===== src/common/timer_irq_dma_cfg.svh =====
`ifndef TIMER_IRQ_DMA_CFG_SVH
`define TIMER_IRQ_DMA_CFG_SVH

// hardware-fixed group priorities, placed in the vector low bits; GRP_FORCED is the second-byte DMA priority
`define GRP_OUF 3'h0
`define GRP_CAPT 3'h4
`define GRP_COMP 3'h6
`define GRP_FORCED 3'h0

// source index within pending, mask and event vectors
`define SRC_OUF 0
`define SRC_CAPT1 1
`define SRC_CAPT0 2
`define SRC_COMP1 3
`define SRC_COMP0 4
`define SRC_COUNT 5

// irq_dma_mask_reg bit positions
`define MSK_CAPT0_DMA 5
`define MSK_COMP0_DMA 6
`define MSK_GLOBAL 7
`define MSK_RESET 8'h00

// channel index for eob, toggle, overrun and dma pending bits
`define CH_CAPT0 0
`define CH_COMP0 1

// output action codes and field positions in an output control word
`define ACT_NOP 2'h0
`define ACT_SET 2'h1
`define ACT_CLR 2'h2
`define ACT_TGL 2'h3
`define OCF_COMP0 1:0
`define OCF_COMP1 3:2
`define OCF_OUF 5:4

`endif


===== src/common/timer_irq_dma_pkg.sv =====
package timer_irq_dma_pkg;

  typedef enum logic [1:0] {
    DMA_IDLE,
    DMA_FIRST,
    DMA_SECOND
  } dma_phase_t;

  typedef struct packed {
    logic [7:0] mask;
    logic [4:0] pend;
    logic [1:0] overrun;
    logic [1:0] eob;
    logic [1:0] toggle;
    logic [1:0] dma_pend;
    dma_phase_t phase;
    logic chan;
    logic cnt_reset;
    logic irq_req;
    logic [7:0] vec;
  } irq_dma_state_t;

  typedef struct packed {
    logic pin;
  } out_ctrl_state_t;

endpackage


===== src/design/output_ctrl.sv =====
// Purpose: one timer output pin driven by compare 0, compare 1 and over/underflow actions
// Assumes: events are one-cycle pulses on clk
// Notes: simultaneous events apply in order over/underflow, compare 0, compare 1
`timescale 1ns/1ps
`include "timer_irq_dma_cfg.svh"
module output_ctrl
  import timer_irq_dma_pkg::*;
(
  input wire logic clk,
  input wire logic rst_b,
  input wire logic [5:0] control,
  input wire logic preset_load,
  input wire logic preset_value,
  input wire logic compare0_event,
  input wire logic compare1_event,
  input wire logic over_underflow_event,
  output logic pin
);

  out_ctrl_state_t q, d;

  function automatic logic apply(input logic v, input logic ev, input logic [1:0] act);
    logic r;
    r = v;
    if (ev) begin
      case (act)
        `ACT_SET: r = 1'b1;
        `ACT_CLR: r = 1'b0;
        `ACT_TGL: r = ~v;
        default: r = v;
      endcase
    end
    return r;
  endfunction

  // per-source action
  always_comb begin
    d = q;
    if (preset_load) begin
      d.pin = preset_value;
    end else begin
      d.pin = apply(d.pin, over_underflow_event, control[`OCF_OUF]);
      d.pin = apply(d.pin, compare0_event, control[`OCF_COMP0]);
      d.pin = apply(d.pin, compare1_event, control[`OCF_COMP1]);
    end
  end

  always_ff @(posedge clk or negedge rst_b) begin
    if (!rst_b) begin
      q <= '0;
    end else begin
      q <= d;
    end
  end

  assign pin = q.pin;

endmodule


===== src/design/timer_irq_dma.sv =====
// Purpose: interrupt grouping, masking, overrun flags and two-channel DMA request logic of a timer
// Assumes: events come from logic on clk as one-cycle pulses; the DMA controller acks each byte
// Notes: software-side register writes arrive as strobes with data
// Notes on behaviour
// five sources in three groups: compares x110, captures x100, over/underflow x000.
// vector is five programmed high bits plus fixed three-bit group priority.
// each source has its mask bit; mask bit 7 gates all timer interrupts.
// compare0 or capture0 event while still pending sets its overrun flag.
// two DMA channels; in DMA mode their interrupts come from end of block.
// capture0 channel wins over compare0 channel when both request.
// each DMA request has its own DMA mask; EOB interrupts own masks.
// six upper pointer bits shared; each channel pair sits at adjacent addresses. Code shares five high bits; bit 2 is the channel toggle.
// memory transfers: pointer address bit 1 low for capture0, high for compare0.
// register transfers use one pointer pair; address pointer unused, reads zero.
// word moves as two bytes; second byte forced to priority 000.
// at end of table the counter is reset and end of block signalled.
// in swap mode the channel toggle bit flips on each end of block.
// toggle bits software readable and writable; each transfer uses its own.
// one swap enable bit turns swap on for both channels.
// EOB raises request at normal priority, held while DMA active, yields to over/underflow.
// software EOB routine clears pending before re-enabling the DMA mask.
// software may write EOB bits; a one with swap on raises an interrupt.
// setting an EOB bit still set clears that channel's DMA mask.
// output A toggled by over/underflow only; B set by compare0, cleared by compare1. Code makes both programmable by their output control words.
// each output control lets each event nop, set, clear or toggle its pin.
// with DMA mask on, compare0/capture0 raise DMA request held until word done.
`timescale 1ns/1ps
`include "timer_irq_dma_cfg.svh"
module timer_irq_dma
  import timer_irq_dma_pkg::*;
#(
  parameter int VEC_HI_W = 5,
  parameter int PTR_HI_W = 5
) (
  input wire logic clk,
  input wire logic rst_b,
  input wire logic compare0_event,
  input wire logic compare1_event,
  input wire logic capture0_event,
  input wire logic capture1_event,
  input wire logic over_underflow_event,
  input wire logic [VEC_HI_W-1:0] vector_base_reg,
  input wire logic mask_wr,
  input wire logic [7:0] mask_wdata,
  input wire logic [4:0] pend_clr,
  input wire logic [1:0] overrun_clr,
  input wire logic eob_wr,
  input wire logic [1:0] eob_wdata,
  input wire logic toggle_wr,
  input wire logic [1:0] toggle_wdata,
  input wire logic swap_enable,
  input wire logic reg_to_reg_select,
  input wire logic [PTR_HI_W-1:0] counter_ptr_hi,
  input wire logic counter_ptr_bit1,
  input wire logic [PTR_HI_W-1:0] addr_ptr_hi,
  input wire logic dma_ack,
  input wire logic dma_block_end,
  input wire logic [5:0] output_a_control,
  input wire logic [5:0] output_b_control,
  input wire logic preset_load,
  input wire logic preset_a,
  input wire logic preset_b,
  output logic irq_req,
  output logic [7:0] irq_vector,
  output logic dma_req,
  output logic dma_chan,
  output logic dma_second_byte,
  output logic [2:0] dma_priority,
  output logic [7:0] dma_counter_ptr_addr,
  output logic [7:0] dma_addr_ptr_addr,
  output logic dma_counter_reset,
  output logic [7:0] irq_dma_mask_reg,
  output logic [4:0] pending,
  output logic [1:0] flag_reg,
  output logic [1:0] eob_flags,
  output logic [1:0] swap_toggles,
  output logic timer_output_a,
  output logic timer_output_b
);

  // the address and vector concatenations are laid out for five-bit high fields
  if (VEC_HI_W != 5 || PTR_HI_W != 5) begin : g_width_check
    $error("timer_irq_dma: vector and pointer high fields must be five bits wide");
  end

  irq_dma_state_t q, d;

  logic [4:0] ev;
  logic [4:0] act;
  logic [1:0] dma_mode;
  logic word_done;
  logic chan_tgl;

  assign ev = {compare0_event, compare1_event, capture0_event, capture1_event, over_underflow_event};
  // DMA masks per channel
  assign dma_mode = {q.mask[`MSK_COMP0_DMA], q.mask[`MSK_CAPT0_DMA]};
  assign word_done = (q.phase == DMA_SECOND) && dma_ack;
  // toggle of the serviced channel
  assign chan_tgl = q.toggle[q.chan];

  always_comb begin
    d = q;
    d.cnt_reset = 1'b0;

    // software writes first, hardware effects afterwards so hardware wins
    if (mask_wr) begin
      d.mask = mask_wdata;
    end
    d.pend = q.pend & ~pend_clr;
    d.overrun = q.overrun & ~overrun_clr;
    if (eob_wr) begin
      d.eob = eob_wdata;
      // test write raises a request when swap is on
      if (swap_enable) begin
        if (eob_wdata[`CH_CAPT0]) begin
          d.pend[`SRC_CAPT0] = 1'b1;
        end
        if (eob_wdata[`CH_COMP0]) begin
          d.pend[`SRC_COMP0] = 1'b1;
        end
      end
    end
    if (toggle_wr) begin
      d.toggle = toggle_wdata;
    end

    // non-DMA sources go straight to pending
    d.pend[`SRC_OUF] = d.pend[`SRC_OUF] | ev[`SRC_OUF];
    d.pend[`SRC_CAPT1] = d.pend[`SRC_CAPT1] | ev[`SRC_CAPT1];
    d.pend[`SRC_COMP1] = d.pend[`SRC_COMP1] | ev[`SRC_COMP1];

    // overrun against the request still waiting
    if (ev[`SRC_CAPT0] && (dma_mode[`CH_CAPT0] ? q.dma_pend[`CH_CAPT0] : q.pend[`SRC_CAPT0])) begin
      d.overrun[`CH_CAPT0] = 1'b1;
    end
    if (ev[`SRC_COMP0] && (dma_mode[`CH_COMP0] ? q.dma_pend[`CH_COMP0] : q.pend[`SRC_COMP0])) begin
      d.overrun[`CH_COMP0] = 1'b1;
    end

    if (word_done) begin
      d.dma_pend[q.chan] = 1'b0;
    end
    // DMA mode turns event into request
    if (ev[`SRC_CAPT0] && dma_mode[`CH_CAPT0]) begin
      d.dma_pend[`CH_CAPT0] = 1'b1;
    end else if (ev[`SRC_CAPT0]) begin
      d.pend[`SRC_CAPT0] = 1'b1;
    end
    if (ev[`SRC_COMP0] && dma_mode[`CH_COMP0]) begin
      d.dma_pend[`CH_COMP0] = 1'b1;
    end else if (ev[`SRC_COMP0]) begin
      d.pend[`SRC_COMP0] = 1'b1;
    end

    case (q.phase)
      DMA_IDLE: begin
        // capture0 channel first
        if (q.dma_pend[`CH_CAPT0] && dma_mode[`CH_CAPT0]) begin
          d.chan = 1'b0;
          d.phase = DMA_FIRST;
        end else if (q.dma_pend[`CH_COMP0] && dma_mode[`CH_COMP0]) begin
          d.chan = 1'b1;
          d.phase = DMA_FIRST;
        end
      end
      DMA_FIRST: begin
        // first byte taken, second follows at forced priority
        if (dma_ack) begin
          d.phase = DMA_SECOND;
        end
      end
      DMA_SECOND: begin
        if (dma_ack) begin
          d.phase = DMA_IDLE;
          // end of table
          if (dma_block_end) begin
            d.cnt_reset = 1'b1;
            // protection against an unserviced block
            if (q.eob[q.chan]) begin
              d.mask[q.chan ? `MSK_COMP0_DMA : `MSK_CAPT0_DMA] = 1'b0;
            end
            d.eob[q.chan] = 1'b1;
            // block end drives the channel interrupt
            d.pend[q.chan ? `SRC_COMP0 : `SRC_CAPT0] = 1'b1;
            // swap toggles the channel bit
            // one enable for both channels
            if (swap_enable) begin
              d.toggle[q.chan] = ~q.toggle[q.chan];
            end
          end
        end
      end
      default: begin
        d.phase = DMA_IDLE;
      end
    endcase

    // source masks and global enable
    act = q.pend & q.mask[4:0] & {`SRC_COUNT{q.mask[`MSK_GLOBAL]}};
    // DMA channel interrupts wait while a DMA request is waiting or active
    if (q.phase != DMA_IDLE || (q.dma_pend & dma_mode) != 2'h0) begin
      act[`SRC_CAPT0] = act[`SRC_CAPT0] & ~dma_mode[`CH_CAPT0];
      act[`SRC_COMP0] = act[`SRC_COMP0] & ~dma_mode[`CH_COMP0];
    end
    // vector from programmed high bits and fixed group
    d.irq_req = |act;
    if (act[`SRC_OUF]) begin
      d.vec = {vector_base_reg, `GRP_OUF};
    end else if (act[`SRC_CAPT0] || act[`SRC_CAPT1]) begin
      d.vec = {vector_base_reg, `GRP_CAPT};
    end else if (act[`SRC_COMP0] || act[`SRC_COMP1]) begin
      d.vec = {vector_base_reg, `GRP_COMP};
    end
  end

  always_ff @(posedge clk or negedge rst_b) begin
    if (!rst_b) begin
      q <= '0;
      q.mask <= `MSK_RESET;
      q.phase <= DMA_IDLE;
    end else begin
      q <= d;
    end
  end

  assign irq_req = q.irq_req;
  assign irq_vector = q.vec;
  assign dma_req = (q.phase != DMA_IDLE);
  assign dma_chan = q.chan;
  assign dma_second_byte = (q.phase == DMA_SECOND);
  // forced top priority during the second byte
  assign dma_priority = (q.phase == DMA_SECOND) ? `GRP_FORCED : (q.chan ? `GRP_COMP : `GRP_CAPT);
  // shared high bits, channel toggle, channel select bit
  // bit 1 picks the channel for memory transfers
  assign dma_counter_ptr_addr = {counter_ptr_hi, chan_tgl,
                                 reg_to_reg_select ? counter_ptr_bit1 : q.chan, dma_second_byte};
  // address pointer unused in register mode
  assign dma_addr_ptr_addr = reg_to_reg_select ? 8'h00 : {addr_ptr_hi, chan_tgl, q.chan, dma_second_byte};
  assign dma_counter_reset = q.cnt_reset;
  assign irq_dma_mask_reg = q.mask;
  assign pending = q.pend;
  assign flag_reg = q.overrun;
  assign eob_flags = q.eob;
  assign swap_toggles = q.toggle;

  // output A and B action sets
  output_ctrl u_out_a (
    .clk(clk),
    .rst_b(rst_b),
    .control(output_a_control),
    .preset_load(preset_load),
    .preset_value(preset_a),
    .compare0_event(compare0_event),
    .compare1_event(compare1_event),
    .over_underflow_event(over_underflow_event),
    .pin(timer_output_a)
  );

  output_ctrl u_out_b (
    .clk(clk),
    .rst_b(rst_b),
    .control(output_b_control),
    .preset_load(preset_load),
    .preset_value(preset_b),
    .compare0_event(compare0_event),
    .compare1_event(compare1_event),
    .over_underflow_event(over_underflow_event),
    .pin(timer_output_b)
  );

  property p_vec_ouf;
    @(posedge clk) disable iff (!rst_b)
      (q.pend[`SRC_OUF] && q.mask[`SRC_OUF] && q.mask[`MSK_GLOBAL]) |=> (irq_vector[2:0] == `GRP_OUF);
  endproperty
  a_vec_ouf: assert property (p_vec_ouf) else $error("over/underflow not given top group");

  property p_vec_hi;
    @(posedge clk) disable iff (!rst_b)
      $rose(irq_req) |-> (irq_vector[7:3] == $past(vector_base_reg));
  endproperty
  a_vec_hi: assert property (p_vec_hi) else $error("vector high bits differ from base");

  property p_global;
    @(posedge clk) disable iff (!rst_b)
      !q.mask[`MSK_GLOBAL] |=> !irq_req;
  endproperty
  a_global: assert property (p_global) else $error("interrupt with global enable off");

  property p_overrun;
    @(posedge clk) disable iff (!rst_b)
      (capture0_event && !dma_mode[`CH_CAPT0] && q.pend[`SRC_CAPT0]) |=> flag_reg[`CH_CAPT0];
  endproperty
  a_overrun: assert property (p_overrun) else $error("capture0 overrun not flagged");

  property p_cap_first;
    @(posedge clk) disable iff (!rst_b)
      (q.phase == DMA_IDLE && q.dma_pend == 2'h3 && dma_mode == 2'h3) |=> (dma_req && !dma_chan);
  endproperty
  a_cap_first: assert property (p_cap_first) else $error("compare0 channel served before capture0");

  property p_second_prio;
    @(posedge clk) disable iff (!rst_b)
      (dma_req && !dma_second_byte && dma_ack) |=> (dma_priority == `GRP_FORCED && $stable(dma_chan));
  endproperty
  a_second_prio: assert property (p_second_prio) else $error("second byte not forced to top priority");

  property p_addr_bit1;
    @(posedge clk) disable iff (!rst_b)
      (dma_req && !reg_to_reg_select) |-> (dma_counter_ptr_addr[1] == dma_chan && dma_addr_ptr_addr[1] == dma_chan);
  endproperty
  a_addr_bit1: assert property (p_addr_bit1) else $error("pointer bit 1 does not follow channel");

  property p_swap;
    @(posedge clk) disable iff (!rst_b)
      (word_done && dma_block_end && swap_enable && !toggle_wr) |=> (swap_toggles[$past(q.chan)] != $past(chan_tgl));
  endproperty
  a_swap: assert property (p_swap) else $error("toggle bit not flipped at block end");

  property p_protect;
    @(posedge clk) disable iff (!rst_b)
      (word_done && dma_block_end && q.eob[q.chan] && q.chan) |=> !irq_dma_mask_reg[`MSK_COMP0_DMA];
  endproperty
  a_protect: assert property (p_protect) else $error("dma mask kept after repeated block end");

  property p_eob_reset;
    @(posedge clk) disable iff (!rst_b)
      (word_done && dma_block_end) |=> (dma_counter_reset ##1 !dma_counter_reset);
  endproperty
  a_eob_reset: assert property (p_eob_reset) else $error("counter reset not a single pulse");

endmodule


===== config.mk =====
export PLATFORM = sky130hd
export DESIGN_NAME = timer_irq_dma
export DESIGN_NICKNAME = d
export VERILOG_FILES = /design/src/common/timer_irq_dma_pkg.sv /design/src/design/output_ctrl.sv /design/src/design/timer_irq_dma.sv
export VERILOG_INCLUDE_DIRS = /design/src /design/src/common
export SDC_FILE = /design/constraint.sdc
export NUM_CORES = 1
export LEC_CHECK = 0
export BUFFER_PORTS_ARGS = -buffer_cell sky130_fd_sc_hd__buf_2
export CORE_MARGIN = 3
export CORE_UTILIZATION = 30
export CTS_CLUSTER_SIZE = 30
export DETAILED_ROUTE_END_ITERATION = 8
export GPL_TIMING_DRIVEN = 1
export PLACE_DENSITY = 0.63
export SETUP_SLACK_MARGIN = 0.2
export SLEW_MARGIN = 20
export SYNTH_ARGS = -nofsm -noshare
export SYNTH_HDL_FRONTEND = slang
export SYNTH_HIERARCHICAL = 1
export SYNTH_SLANG_ARGS = --single-unit
export TNS_END_PERCENT = 50

===== constraint.sdc =====
create_clock -name clk -period 2.42 [get_ports clk]
set_clock_uncertainty 0.15 [all_clocks]
set_input_delay 0.121 -clock clk [delete_from_list [all_inputs] [get_ports clk]]
set_output_delay 0.121 -clock clk [all_outputs]
set_load 0.005 [all_outputs]

==> metrics.md, run 1 <==
| Metric | Value |
|---|---|
| Status | completed |
| Diode count | 0 |
| EDFF count, synth | 0 |
| Commonest non-fill, non-tap cells in the layout | 104 x buf_2, 35 x dfrtp_1, 34 x dlygate4sd3_1 |
| Leakage | 1.43 nW |
| Grt ovf | 0 |
| Largest net degree at the start of global routing | 36 |
| # DRC | 0 |
| Hold crit path type | input pin to flop |
| Drt total wl | 5450 microns |
| Top_reg_cell synth | dfrtp_1 |
| Rel. slew slack | 46.9% |
| Clock transition at path regs | 0.07 ns |
| TNS Setup | 0 ns |
| Final min period | 2.12 ns |
| Most common cell after layout, fill and taps aside | buf_2 |
| Worst skew pair latency | 0.29 ns |
| Via density | 4.40 |
| RR Endpoint | eob_flags[0] |
| CTS Root Cell | clkbuf_8 |
| Reg2Reg Setup Slack | 0.38 ns |
| Final net count | 370 |
| Setup slack at placement | 0.470 ns |
| WP data arrival | 2.13 ns |
| Setup Viol. Count Final | 0 |
| Simple-Gate Fraction of Synth Area | 13.1% |
| RSZ-0062 raised after global routing | no |
| Final Hold Fails | 0 |
| Max-cap violations | 0 |
| Total Routing Usage GR | 14.1% |
| Post-synthesis adder-cell area fraction | 0% |
| Achievable Freq | 0.473 GHz |
| Num CTS Buffers | 5 |
| Crit path max-delay cell type | dlygate4sd3_1 |
| Max IR drop VDD | 309 uV |
| Die width | 90.5 microns |
| Hpwl dp | 4210 microns |
| Die height | 90.5 microns |
| Required @ worst endpoint | 2.43 ns |
| Initial antenna violation count | 0 |
| Post-Syn Area | 2140 sq um |
| Multiplexer share of the synthesized area | 10.6% |
| Mapped Cells | 199 |
| Launching point of the worst reg2reg path | q[11] |
| Yosys reg bits | 35 |
| Starting density of the core | 31.2% |
| Max FFs per register | 7 |
| TritonCTS clock tree | yes |
| WL/cell | 13.5 microns |
| Critical path endpoint | eob_flags[0] |
| Share of layout cells above drive strength 1 | 47.2% |
| Maximum net fanout on the critical path | 6 |
| Post-Syn Area per Cell | 10.8 sq um |
| Core box area | 6870 sq um |
| PortBufs | 104 |
| Slew Limit Fails | 0 |
| Period utilisation layout | 87.4% |
| Netlist cell types | 42 |
| Max Root-Sink Buffers | 2 |
| Setup crit start | dma_ack |
| Pwr dens | 709 nW/um^2 |
| Die area | 8190 sq um |
| Slowest Stage Delay on Critical Path | 0.55 ns |
| Cell row count | 30 |
| Sequential share of the synthesized area | 40.9% |
| Post-synthesis compound-gate area fraction | 19.2% |
| DP Area | 2500 sq um |
| Largest family of logic cells by synthesized area | compound AO/OA/AOI/OAI gates |
| Async SR Flop Fraction | 100% |
| YS warnings | 6 |
| R2R depth | 4 |
| Post-route ant nets | 0 |
| Post-Synth XOR/XNOR Area | 0% |
| Cell area after layout | 2960 sq um |
| Most used cell, CP | dlygate4sd3_1 |
| Setup CP Type | input pin to flop |
| First-pass GRT wire length | 9340 microns |
| Drt first pass iters | 4 |
| Clock sink count | 35 |
| Total number of vias | 1,773 |
| Setup bufs post-CTS | 0 |
| Initial drt markers | 43 |
| Worst hold margin | 0.0132 ns |
| Vias in the first global route | 1,863 |
| Area growth from synthesis to final layout | 38.1% |
| Cells along the critical path | dlygate4sd3_1 -> buf_2 -> and4b_1 -> nor2b_2 -> a211o_1 -> dlygate4sd3_1 |
| Worst-Margin Slew | 0.797 ns |
| Worst Setup End Kind | flop |
| Setup WS post-layout | 0.304 ns |
| H-Tree Depth | 2 |
| Io pins | 117 |
| Final RePlAce weighted congestion | 0.763 |
| Crit path launch type | input pin |
-- per-stage QoR --
| step | cells | util, % | power, mW |
|---|---|---|---|
| 2_1_floorplan | 200 | - | 1.34 |
| 3_3_place_gp | 361 | 36.4 | 1.52 |
| 3_5_place_dp | 361 | 36.4 | 1.53 |
| 4_1_cts | 403 | 43.0 | 2.13 |
| 5_1_grt | 403 | 43.1 | 2.26 |
| 6_report | 403 | 43.1 | 2.10 |
-- cells in the mapped netlist, drive strengths merged (3+ instances only) --
cell	instances	share of area, %
a2111oi	3	3.9
a21o	4	1.4
a21oi	4	1.3
a31oi	3	0.88
buf	37	13
clkbuf	3	0.53
dfrtp	35	41
inv	14	2.5
mux2	14	7.4
mux2i	7	3.3
nand2	15	2.6
nand3	4	0.93
nand3b	6	3.3
nor2b	9	2.6
o211ai	4	1.6
o21ai	8	1.9
o22ai	3	0.88
-- what timing repair did --
item                                   CTS  global route
endpoints found under the hold margin   64             0
gates resized for setup                  0             1
setup endpoints to repair                0             1
hold buffers                            34             0
-- worst min-delay path by stage --
| stage | to | cells after the start | slack [ns] | from |
|---|---|---|---|---|
| after floorplan | async pin | 0 | -0.32 | rst_b |
| after global placement | dma_counter_ptr_addr[5] | 0 | 0.09 | counter_ptr_hi[2] |
| after detailed placement | dma_counter_ptr_addr[5] | 0 | 0.09 | counter_ptr_hi[2] |
| after CTS | pending[2] | 2 | 0.002 | swap_enable |
| after global routing | pending[2] | 2 | 0.03 | swap_enable |
| final | pending[2] | 2 | 0.01 | swap_enable |
-- final cells by class --
cell class | count | area [sq um]
fill | 705 | 3910
multi-input combinational | 111 | 930
sequential | 35 | 876
timing repair buffer | 139 | 868
tap | 96 | 120
clock buffer | 5 | 68.8
inverter | 14 | 52.6
clock inverter | 3 | 43.8
-- power by group --
group / switching (mW) / internal, mW
logic: 0.318 / 0.390
clock network: 0.227 / 0.307
registers: 0.147 / 0.710
-- worst max-delay path, delay by kind of cell --
family	cells	cell delay, ns
simple gates	2	0.48
buf+inv	3	1.24
compound gates	1	0.28
-- per-layer routing --
metal / up-vias / global-route usage [%] / part of all wire, %
met5: - / 0 / 0
met4: 0 / 3.44 / 0.62
met3: 4 / 3.75 / 4.9
met2: 51 / 23.0 / 49
met1: 839 / 18.4 / 45
li1: 879 / - / -
-- logic make-up (layout without fill, tap and decap cells) --
kind of cell,count (synthesis),after routing
simple gates,44,44
mux,21,21
flops,35,35
compound gates,44,44
buf+inv,54,161
other cells,1,2
Note: power is estimated with default switching activity, not from simulation.
==> run 2: changes to the inputs <==
--- a/config.mk
+++ b/config.mk
@@ -12,7 +12,6 @@
 export CTS_CLUSTER_SIZE = 30
 export DETAILED_ROUTE_END_ITERATION = 8
 export GPL_TIMING_DRIVEN = 1
-export PLACE_DENSITY = 0.63
 export SETUP_SLACK_MARGIN = 0.2
 export SLEW_MARGIN = 20
 export SYNTH_ARGS = -nofsm -noshare
==> metrics.md, run 2 (same netlist as run 1, synthesis figures left out) <==
| Metric | Value |
|---|---|
| Slowest Stage Delay on Critical Path | 0.55 ns (about the same) |
| Max-cap violations | 0 (unchanged) |
| Launching point of the worst reg2reg path | q[11] (unchanged) |
| Max FFs per register | 7 (unchanged) |
| Rel. slew slack | 46.5% (was 46.9%) |
| Status | completed (unchanged) |
| Total Routing Usage GR | 13.2% (was 14.1%) |
| Commonest non-fill, non-tap cells in the layout | 104 x buf_2, 35 x dfrtp_1, 35 x dlygate4sd3_1 (was 104 x buf_2, 35 x dfrtp_1, 34 x dlygate4sd3_1) |
| Crit path launch type | input pin (unchanged) |
| Final min period | 2.12 ns (about the same) |
| Worst skew pair latency | 0.28 ns (was 0.29 ns) |
| Achievable Freq | 0.472 GHz (was 0.473 GHz) |
| Final RePlAce weighted congestion | 0.738 (was 0.763) |
| Reg2Reg Setup Slack | 0.36 ns (was 0.38 ns) |
| CTS Root Cell | clkbuf_8 (unchanged) |
| RR Endpoint | eob_flags[0] (unchanged) |
| Largest net degree at the start of global routing | 36 (unchanged) |
| RSZ-0062 raised after global routing | no (unchanged) |
| Clock transition at path regs | 0.08 ns (was 0.07 ns) |
| Multi-input logic area | 930 sq um (unchanged) |
| Num CTS Buffers | 5 (unchanged) |
| Most common cell after layout, fill and taps aside | buf_2 (unchanged) |
| Starting density of the core | 31.2% (unchanged) |
| Total number of vias | 1,767 (was 1,773) |
| Routed met1 length | 2400 microns (was 2450 microns) |
| Drt first pass iters | 4 (unchanged) |
| Setup bufs post-CTS | 0 (unchanged) |
| Hpwl dp | 4060 microns (was 4210 microns) |
| TritonCTS clock tree | yes (unchanged) |
| Metal3 WL | 269 microns (was 268 microns) |
| Period utilisation layout | 87.6% (was 87.4%) |
| Setup Viol. Count Final | 0 (unchanged) |
| Hold_sp | swap_enable (unchanged) |
| Drt total wl | 5380 microns (was 5450 microns) |
| Highest routed layer | met4 (unchanged) |
| Most used cell, CP | dlygate4sd3_1 (unchanged) |
| Leakage | 1.44 nW (was 1.43 nW) |
| Die area | 8190 sq um (unchanged) |
| Maximum net fanout on the critical path | 6 (unchanged) |
| Worst Hold End | pending[2] (unchanged) |
| # DRC | 0 (unchanged) |
| Vias in the first global route | 1,873 (was 1,863) |
| H-Tree Depth | 2 (unchanged) |
| Slew Limit Fails | 0 (unchanged) |
| Grt ovf | 0 (unchanged) |
| WP data arrival | 2.14 ns (was 2.13 ns) |
| # fillers | 680 (was 705) |
| Pwr dens | 710 nW/um^2 (was 709 nW/um^2) |
| Cells along the critical path | dlygate4sd3_1 -> buf_2 -> and4b_1 -> nor2b_2 -> a211o_1 -> dlygate4sd3_1 (unchanged) |
| Setup CP Type | input pin to flop (unchanged) |
| TNS Setup | 0 ns (unchanged) |
| WHS Path Cells | 2 (unchanged) |
| WL/cell | 13.3 microns (was 13.5 microns) |
| Worst-Margin Slew | 0.803 ns (was 0.797 ns) |
| Die width | 90.5 microns (unchanged) |
| Post-route ant nets | 0 (unchanged) |
| Required @ worst endpoint | 2.44 ns (was 2.43 ns) |
| Cell row count | 30 (unchanged) |
| Initial antenna violation count | 0 (unchanged) |
| Share of layout cells above drive strength 1 | 47.1% (was 47.2%) |
| Overall power | 2.11 mW (was 2.10 mW) |
| Final net count | 371 (was 370) |
| First-pass GRT wire length | 8860 microns (was 9340 microns) |
| Crit path max-delay cell type | dlygate4sd3_1 (unchanged) |
| Core box area | 6870 sq um (unchanged) |
| Final Hold Fails | 0 (unchanged) |
| Register area | 876 sq um (unchanged) |
| WL met2 | 2680 microns (was 2700 microns) |
| Io pins | 117 (unchanged) |
| Worst Setup End Kind | flop (unchanged) |
| Via density | 4.37 (was 4.40) |
| PortBufs | 104 (unchanged) |
| R2R depth | 4 (unchanged) |
| Max Root-Sink Buffers | 2 (unchanged) |
| Max IR drop VDD | 253 uV (was 309 uV) |
| Initial drt markers | 44 (was 43) |
| Area growth from synthesis to final layout | 38.8% (was 38.1%) |
| Clock sink count | 35 (unchanged) |
| Die height | 90.5 microns (unchanged) |
| Hold crit path type | input pin to flop (unchanged) |
| Diode count | 0 (unchanged) |
run 2: changes by cell type in the layout (fill, tap and decap cells not counted), sizes merged:
cell         change
clkinv           -1
dlygate4sd3      +1
clkbuf           +1
run 2: stage by stage:
stage / utilization (%) / setup slack [ns] / hold WS (ns) / area, sq um / std cells
2_1_floorplan: - / 0.655 / -0.325 / 2150 / 200
3_3_place_gp: 36.4 / 0.502 / 0.0920 / 2500 / 361
3_5_place_dp: 36.4 / 0.490 / 0.0920 / 2500 / 361
4_1_cts: 43.3 / 0.323 / 0.0138 / 2970 / 404
5_1_grt: 43.3 / 0.215 / 0.0437 / 2970 / 404
6_report: 43.3 / 0.300 / 0.0204 / 2970 / 404
run 2: final cells by class:
class                      instances  share of cell area [%]
clock inverter                     2                    1.18
timing repair buffer             140                    29.5
multi-input combinational        111                    31.3
tap                               96                    4.04
clock buffer                       6                    2.78
sequential                        35                    29.4
inverter                          14                    1.77
run 2: worst max-delay path, delay by kind of cell:
family	cells	cell delay (ns)
compound gates	1	0.28
buf+inv	3	1.25
simple gates	2	0.48
run 2: how the worst max path moves through the flow:
| stage | slack (ns) | cells after the start | end | from |
|---|---|---|---|---|
| 2_1_floorplan | 0.65 | 5 | irq_vector[3] | irq_dma_mask_reg[5] |
| 3_3_place_gp | 0.50 | 4 | irq_vector[7] | pending[1] |
| 3_5_place_dp | 0.49 | 4 | irq_vector[7] | irq_dma_mask_reg[6] |
| 4_1_cts | 0.32 | 6 | eob_flags[0] | dma_ack |
| 5_1_grt | 0.22 | 5 | swap_toggles[1] | q[11] |
| 6_report | 0.30 | 6 | eob_flags[0] | dma_ack |
run 2: power by group:
group | switching, mW | leakage, nW | internal, mW
registers | 0.147 | 0.405 | 0.710
logic | 0.319 | 0.975 | 0.392
clock network | 0.210 | 0.0612 | 0.333
run 2: what timing repair did:
action | in CTS | in global routing
endpoints found under the hold margin | 64 | 0
hold buffers | 35 | 0
resized for setup | 0 | 1
endpoints found under the setup margin | 0 | 1
run 2: metal layers:
metal  up-vias  global-route usage (%)
li1        881                       -
met1       828                    16.5
met2        52                    23.1
met3         6                    3.08
met4         0                    2.42
met5         -                       0
